`src/cmpc_pkg.sv`:
```
// cmpc_pkg: constants and carrier types for the mode and power control block
// assumes: single system clock, registers reached over the core's i/o strobes
package cmpc_pkg;

	// ****************************************
	// register map and fields
	// ****************************************
	localparam logic [7:0] MODE_CONTROL_REG_ADDR = 8'h3E;
	localparam int FETCH_MARKER_ENABLE_BIT = 7;
	localparam int ONE_SHOT_FETCH_MARKER_BIT = 6;
	localparam int IO_TIMING_SELECT_BIT = 5;
	localparam logic [7:0] MODE_CONTROL_RESET = 8'hE0;
	localparam logic [7:0] MODE_CONTROL_RSVD = 8'h1F;
	localparam int PERIPHERAL_HALT_BIT = 5;
	localparam int CPU_CTRL_BIT_A = 3;
	localparam int CPU_CTRL_BIT_B = 6;

	// ****************************************
	// types
	// ****************************************
	typedef enum logic [2:0] {
		CMPC_NORMAL = 3'b000,
		CMPC_HALT = 3'b001,
		CMPC_SLEEP = 3'b010,
		CMPC_SYS_STOP = 3'b011
	} cmpc_state_t;

	// cycle kind reported by the core for the coming machine cycle
	typedef struct packed {
		logic opcode_fetch;
		logic irq0_ack;
		logic nmi_ack_first;
		logic return_from_interrupt_op_fetch;
		logic io_cycle;
		logic t2;
	} cmpc_cycle_t;

	// wake sources, each already anded with its own individual enable
	typedef struct packed {
		logic nmi;
		logic ext_irq;
		logic onchip_irq;
	} cmpc_wake_t;

endpackage

```
`src/cmpc_top.sv`:
```
// cmpc_top: operating mode control register, halt/sleep power states,
// and the shared serial-receive / clear-to-send pin select
// assumes: the core reports each machine cycle on cycle_i, inputs from pins
// arrive unsynchronised, bus ownership is known on ext_master_i
`timescale 1ns/1ns
module cmpc_top #(
	parameter int ADDR_W = 20
) (
	// clock and reset
	input wire logic clk_sys_i,
	input wire logic srst_i,
	// i/o register access from the core
	input wire logic [7:0] io_addr_i,
	input wire logic io_wr_i,
	input wire logic io_rd_i,
	input wire logic [7:0] io_wdata_i,
	output logic [7:0] io_rdata_o,
	// core cycle status and instructions
	input wire cmpc_pkg::cmpc_cycle_t cycle_i,
	input wire logic halt_op_i,
	input wire logic sleep_op_i,
	input wire logic global_irq_flag_i,
	input wire logic [7:0] io_control_register_i,
	input wire logic [7:0] cpu_control_register_i,
	input wire logic [ADDR_W-1:0] core_addr_i,
	input wire logic [3:0] core_ctrl_n_i,
	// wake sources and bus ownership (pins)
	input wire cmpc_pkg::cmpc_wake_t wake_i,
	input wire logic ext_master_i,
	// shared pin and its two consumers
	input wire logic shared_pin_i,
	input wire logic clear_to_send_select_i,
	output logic clocked_serial_rx_in_o,
	output logic clear_to_send_ch1_o,
	// bus strobes, status, power
	output logic fetch_cycle_strobe_n_o,
	output logic io_request_strobe_n_o,
	output logic io_read_strobe_n_o,
	output logic machine_cycle_flag_o,
	output logic halt_n_o,
	output logic [ADDR_W-1:0] addr_o,
	output logic [3:0] ctrl_n_o,
	output logic core_clk_en_o,
	output logic dma_clk_en_o,
	output logic refresh_en_o,
	output logic periph_run_o,
	output logic irq_take_o,
	output logic resume_next_o,
	output logic return_from_interrupt_op_refetch_o,
	output logic [1:0] fetch_clocks_o
);
	import cmpc_pkg::*;

	// ****************************************
	// input synchronisers
	// ****************************************
	cmpc_wake_t wake_s1, wake_s2;
	logic pin_s1, pin_s2, grant_s1, grant_s2;
	always_ff @(posedge clk_sys_i) begin
		wake_s1 <= wake_i;
		wake_s2 <= wake_s1;
		pin_s1 <= shared_pin_i;
		pin_s2 <= pin_s1;
		grant_s1 <= ext_master_i;
		grant_s2 <= grant_s1;
	end

	// ****************************************
	// mode control register
	// ****************************************
	logic fetch_marker_enable, one_shot_pend, io_timing_select;
	wire reg_hit = (io_addr_i == MODE_CONTROL_REG_ADDR);
	wire reg_wr = io_wr_i && reg_hit;
	wire reg_rd = io_rd_i && reg_hit;
	wire fetch_now = cycle_i.opcode_fetch;
	// one-shot bit reads as 1 always; reserved bits read 1
	wire [7:0] reg_view = {fetch_marker_enable, 1'b1, io_timing_select,
		MODE_CONTROL_RSVD[4:0]};
	wire [7:0] next_rdata = reg_rd ? reg_view : 8'h00;
	// a write of 0 arms one fetch; consumed by that fetch, arming wins
	wire next_one_shot = (reg_wr && !io_wdata_i[ONE_SHOT_FETCH_MARKER_BIT])
		|| (one_shot_pend && !fetch_now);

	always_ff @(posedge clk_sys_i) begin
		if (srst_i) begin
			fetch_marker_enable <= MODE_CONTROL_RESET[FETCH_MARKER_ENABLE_BIT];
			io_timing_select <= MODE_CONTROL_RESET[IO_TIMING_SELECT_BIT];
			one_shot_pend <= 1'b0;
		end else begin
			if (reg_wr) begin
				fetch_marker_enable <= io_wdata_i[FETCH_MARKER_ENABLE_BIT];
				io_timing_select <= io_wdata_i[IO_TIMING_SELECT_BIT];
			end
			one_shot_pend <= next_one_shot;
		end
	end

	// ****************************************
	// power state machine
	// ****************************************
	cmpc_state_t state, next_state;
	wire periph_halt = io_control_register_i[PERIPHERAL_HALT_BIT];
	// stopped peripherals cannot raise a wake request from system stop
	wire onchip_wake = wake_s2.onchip_irq && !periph_halt;
	wire any_wake_halt = wake_s2.nmi || wake_s2.ext_irq ||
		wake_s2.onchip_irq;
	wire any_wake_sleep = wake_s2.nmi || wake_s2.ext_irq ||
		((state == CMPC_SYS_STOP) ? onchip_wake : wake_s2.onchip_irq);
	// software must clear these bits before sleep; otherwise sleep is ignored
	wire sleep_ok = !cpu_control_register_i[CPU_CTRL_BIT_A] &&
		!cpu_control_register_i[CPU_CTRL_BIT_B];
	wire in_sleep = (state == CMPC_SLEEP) || (state == CMPC_SYS_STOP);
	wire wake_now = ((state == CMPC_HALT) && any_wake_halt) ||
		(in_sleep && any_wake_sleep);

	always_comb begin
		next_state = state;
		unique case (state)
			CMPC_NORMAL: begin
				if (halt_op_i)
					next_state = CMPC_HALT;
				else if (sleep_op_i && sleep_ok)
					next_state = periph_halt ? CMPC_SYS_STOP : CMPC_SLEEP;
			end
			CMPC_HALT: begin
				if (any_wake_halt)
					next_state = CMPC_NORMAL;
			end
			CMPC_SLEEP, CMPC_SYS_STOP: begin
				if (any_wake_sleep)
					next_state = CMPC_NORMAL;
			end
			default: next_state = CMPC_NORMAL;
		endcase
	end

	always_ff @(posedge clk_sys_i) begin
		if (srst_i)
			state <= CMPC_NORMAL;
		else
			state <= next_state;
	end

	// ****************************************
	// strobe decode
	// ****************************************
	// return op: once with marker enabled, refetched otherwise; the strobe is not driven for the refetch
	wire return_from_interrupt_op_again = cycle_i.return_from_interrupt_op_fetch && !fetch_marker_enable;
	wire mark_cycle = (fetch_marker_enable && (cycle_i.opcode_fetch ||
		cycle_i.irq0_ack || cycle_i.nmi_ack_first)) ||
		(one_shot_pend && fetch_now);
	// legacy timing goes active only from t2; alternate from t1
	wire io_go = cycle_i.io_cycle &&
		(io_timing_select || cycle_i.t2);
	wire sleep_drive = in_sleep && !grant_s2;
	wire next_strobe = (state == CMPC_HALT) ? 1'b0 :
		sleep_drive ? 1'b1 : !mark_cycle;
	wire next_halt = !(next_state != CMPC_NORMAL);
	// status flag: low in halt, high in sleep, low on first fetch otherwise
	wire next_flag = (state == CMPC_HALT) ? 1'b0 :
		in_sleep ? 1'b1 : !cycle_i.opcode_fetch;
	wire [1:0] next_clocks = fetch_marker_enable ? 2'd3 : 2'd0;

	always_ff @(posedge clk_sys_i) begin
		if (srst_i) begin
			io_rdata_o <= 8'h00;
			fetch_cycle_strobe_n_o <= 1'b1;
			io_request_strobe_n_o <= 1'b1;
			io_read_strobe_n_o <= 1'b1;
			machine_cycle_flag_o <= 1'b1;
			halt_n_o <= 1'b1;
			addr_o <= '0;
			ctrl_n_o <= 4'hF;
			core_clk_en_o <= 1'b1;
			dma_clk_en_o <= 1'b1;
			refresh_en_o <= 1'b1;
			periph_run_o <= 1'b1;
			irq_take_o <= 1'b0;
			resume_next_o <= 1'b0;
			return_from_interrupt_op_refetch_o <= 1'b0;
			fetch_clocks_o <= 2'd3;
			clocked_serial_rx_in_o <= 1'b1;
			clear_to_send_ch1_o <= 1'b1;
		end else begin
			io_rdata_o <= next_rdata;
			fetch_cycle_strobe_n_o <= next_strobe;
			io_request_strobe_n_o <= sleep_drive ? 1'b1 : !io_go;
			io_read_strobe_n_o <= sleep_drive ? 1'b1 : !(io_go && io_rd_i);
			machine_cycle_flag_o <= next_flag;
			halt_n_o <= next_halt;
			addr_o <= sleep_drive ? '1 : core_addr_i;
			ctrl_n_o <= sleep_drive ? 4'hF : core_ctrl_n_i;
			core_clk_en_o <= !in_sleep;
			dma_clk_en_o <= !in_sleep;
			refresh_en_o <= !in_sleep;
			periph_run_o <= !periph_halt;
			irq_take_o <= wake_now && global_irq_flag_i;
			resume_next_o <= wake_now && !global_irq_flag_i;
			return_from_interrupt_op_refetch_o <= return_from_interrupt_op_again;
			fetch_clocks_o <= next_clocks;
			// unselected function sees its idle level
			clocked_serial_rx_in_o <= clear_to_send_select_i ? 1'b1 : pin_s2;
			clear_to_send_ch1_o <= clear_to_send_select_i ? pin_s2 : 1'b1;
		end
	end
endmodule // cmpc_top

```
`config.mk`:
```
export PLATFORM = sky130hd
export DESIGN_NAME = cmpc_top
export DESIGN_NICKNAME = d
export VERILOG_FILES = /design/src/cmpc_pkg.sv /design/src/cmpc_top.sv
export SDC_FILE = /design/constraint.sdc
export NUM_CORES = 1
export LEC_CHECK = 0
export BUFFER_PORTS_ARGS = -buffer_cell sky130_fd_sc_hd__buf_2
export CORE_UTILIZATION = 25
export CTS_CLUSTER_SIZE = 30
export DETAILED_ROUTE_END_ITERATION = 7
export HOLD_SLACK_MARGIN = 0.06
export PLACE_DENSITY_LB_ADDON = 0.3
export SLEW_MARGIN = 20
export SYNTH_ARGS = -nofsm -noshare
export SYNTH_HDL_FRONTEND = slang
export SYNTH_SLANG_ARGS = --single-unit
```
`constraint.sdc`:
```
create_clock -name clk_sys_i -period 1.71 [get_ports clk_sys_i]
set_input_delay 0.342 -clock clk_sys_i [delete_from_list [all_inputs] [get_ports clk_sys_i]]
set_output_delay 0.342 -clock clk_sys_i [all_outputs]
set_load 0.03 [all_outputs]
```
==> flow_summary.json <==
{
  "status": "finished, violations left",
  "violations": "DRC",
  "synth_area_per_cell_um2": 10.3,
  "hold_viol": 0,
  "yosys_warnings": 0,
  "die_w_um": 84.6,
  "totalPowerFinal_mw": 2.36,
  "firstDrtPassIters": 8,
  "cts_setup_buffers": 0,
  "setup_slack_ns": 0.336,
  "p_sw_frac": 0.242,
  "critPathCaptureType": "flip-flop",
  "grt_setup_unrepaired": "no",
  "grt.overflow.total": 0,
  "grt_antenna_before_repair": 0,
  "avgRoutedWirePerCell_um": 10.8,
  "layout_common_cells": "104 x buf_2, 56 x dfxtp_1, 49 x nor2_1",
  "clock-root-buffer": "clkbuf_8",
  "start_util": 0.264,
  "drv_cap": 0,
  "grt_pass1_vias": 1286,
  "async_flop_share": 0,
  "track_usage": 0.106,
  "path_class": "flip-flop to flip-flop",
  "rows": 29,
  "stdcell_count": 345,
  "dieArea_mm2": 0.00716,
  "placed_cells": 337,
  "critPathMaxFanout": 5,
  "cts_resized": 0,
  "syn2layout_area_growth_pct": 39.1,
  "vias": 1404,
  "cts-hold-fix-buffers": 0,
  "syn_area_mm2": 0.00171,
  "p_seq_frac": 0.583,
  "switching_power_uw": 571,
  "routed_wl_um": 3720,
  "grt_max_degree": 27,
  "routabilityCongestion": 0.675,
  "hpwl_um": 2800,
  "cts_buffers": 5,
  "design.portCount": 123,
  "fin_setup_tns_ns": 0,
  "cp.required_ns": 1.90,
  "grt_pass1_wl_um": 5950,
  "layout-drive-gt1-share": 0.448,
  "cts_tree": "yes",
  "drt-initial-drc-count": 103,
  "p_clk_frac": 0.306,
  "power_frac_comb": 0.110,
  "num-nets-final": 342,
  "power.internal_mw": 1.79,
  "skew_ns": 0.00573,
  "dp_slack_ns": 0.189,
  "min_path_type": "input pin to flip-flop",
  "yosysSeqAreaShare": 0.657,
  "clock-sinks": 56,
  "synth_nets": 241,
  "antennaDiodeCount": 0,
  "finalSetupViolations": 0,
  "vias_per_cell": 4.07,
  "synth-seq-cells": 56,
  "power.density_mw_per_mm2": 993,
  "p_leak_nw": 1.15,
  "route.detailed.drc": 2,
  "fin_crit_sh": 0.803,
  "drv_slew": 0,
  "numPortBuffers": 104,
  "ys.flop_type": "dfxtp_1",
  "fillers": 686,
  "period_minus_slack_ns": 1.37,
  "synth_edf_count": 0,
  "h-tree-depth": 2,
  "clk_pin_slew_worst_paths_ns": 0.09,
  "cp.arrival_ns": 1.57,
  "cts_buffer_depth": 2,
  "insertion_delay_ns": 0.30,
  "vdd_drop_max_v": 0.000427,
  "synth.distinct_cells": 35,
  "core-area_mm2": 0.00646,
  "syn_inst": 166,
  "startpoint_type": "flip-flop",
  "fmax_mhz": 728,
  "die_h_um": 84.6,
  "layout_commonest_cell": "buf_2",
  "ant_nets": 0
}
routing by layer:
metal  share of wire  track usage  vias up  wire length (um)
met3           0.091       0.0452        2               338
li1                -            -      734                 -
met5               0            0        -                 0
met1            0.44        0.124      598              1630
met4          0.0051       0.0324        0                19
met2            0.47        0.177       70              1730
power groups by stage:
| stage | Combinational (mW) | Clock (mW) | Sequential, mW |
|---|---|---|---|
| after floorplan | 0.0579 | 0 | 1.49 |
| after global placement | 0.261 | 0 | 1.41 |
| after detailed placement | 0.263 | 0 | 1.41 |
| after CTS | 0.264 | 0.762 | 1.38 |
| after global routing | 0.284 | 0.837 | 1.38 |
| final | 0.260 | 0.722 | 1.38 |
flip-flops by register name, indices dropped and copies added (netlist names), 3 cells and up:
signal and count:
wake_s2 3, addr_o 20, io_rdata_o 3, wake_s1 3
ctrl_n_o 4, state 3
path summary, 6_finish.rpt:
check,start,to,slack [ns],depth (start not counted)
hold reg to reg,pin_s1,pin_s2,0.33,0
setup reg to reg,state[2],halt_n_o,0.34,4
hold / removal,wake_i[0],wake_s1[0],0.14,1
setup / recovery,state[2],halt_n_o,0.34,4
cell families after synthesis:
logic type | share of synthesized area
mux | 0.00587
simple gates | 0.229
compound gates | 0.0535
other cells | 0.00220
buf+inv | 0.0528
flops | 0.657
synthesized netlist by cell type, drive strengths merged (2+ instances only):
master | instances | area, um2
clkbuf | 3 | 11.3
buf | 11 | 75.1
nand2 | 5 | 18.8
and2 | 3 | 18.8
or3b | 2 | 17.5
nand2b | 3 | 18.8
nand4b | 2 | 17.5
nand3 | 2 | 10.0
a21boi | 2 | 15.0
dfxtp | 56 | 1120
o22ai | 2 | 12.5
nor2 | 50 | 188
or3 | 5 | 31.3
worst max-delay path, stage by stage (launching register included):
cell	delay, ns
dfxtp_1	0.34
or3b_1	0.41
a2111o_1	0.41
o21ai_2	0.07
nor2_1	0.05
area by class of cell:
cell class / instances / area [um2] / area share
clock buffer: 6 / 82.6 / 0.0348
clock inverter: 2 / 10.0 / 0.00421
inverter: 1 / 3.75 / 0.00158
multi-input combinational: 95 / 498 / 0.210
sequential: 56 / 1120 / 0.472
tap: 77 / 96.3 / 0.0406
timing repair buffer: 108 / 563 / 0.237
stage by stage:
step                area [um2]  hold slack, ns  utilization
floorplan                 1710           0.310            -
global placement          2280           0.312        0.353
detailed placement        2280           0.312        0.353
CTS                       2370           0.125        0.368
global route              2370           0.112        0.368
finish                    2370           0.140        0.368
(Power assumes the default switching activity.)
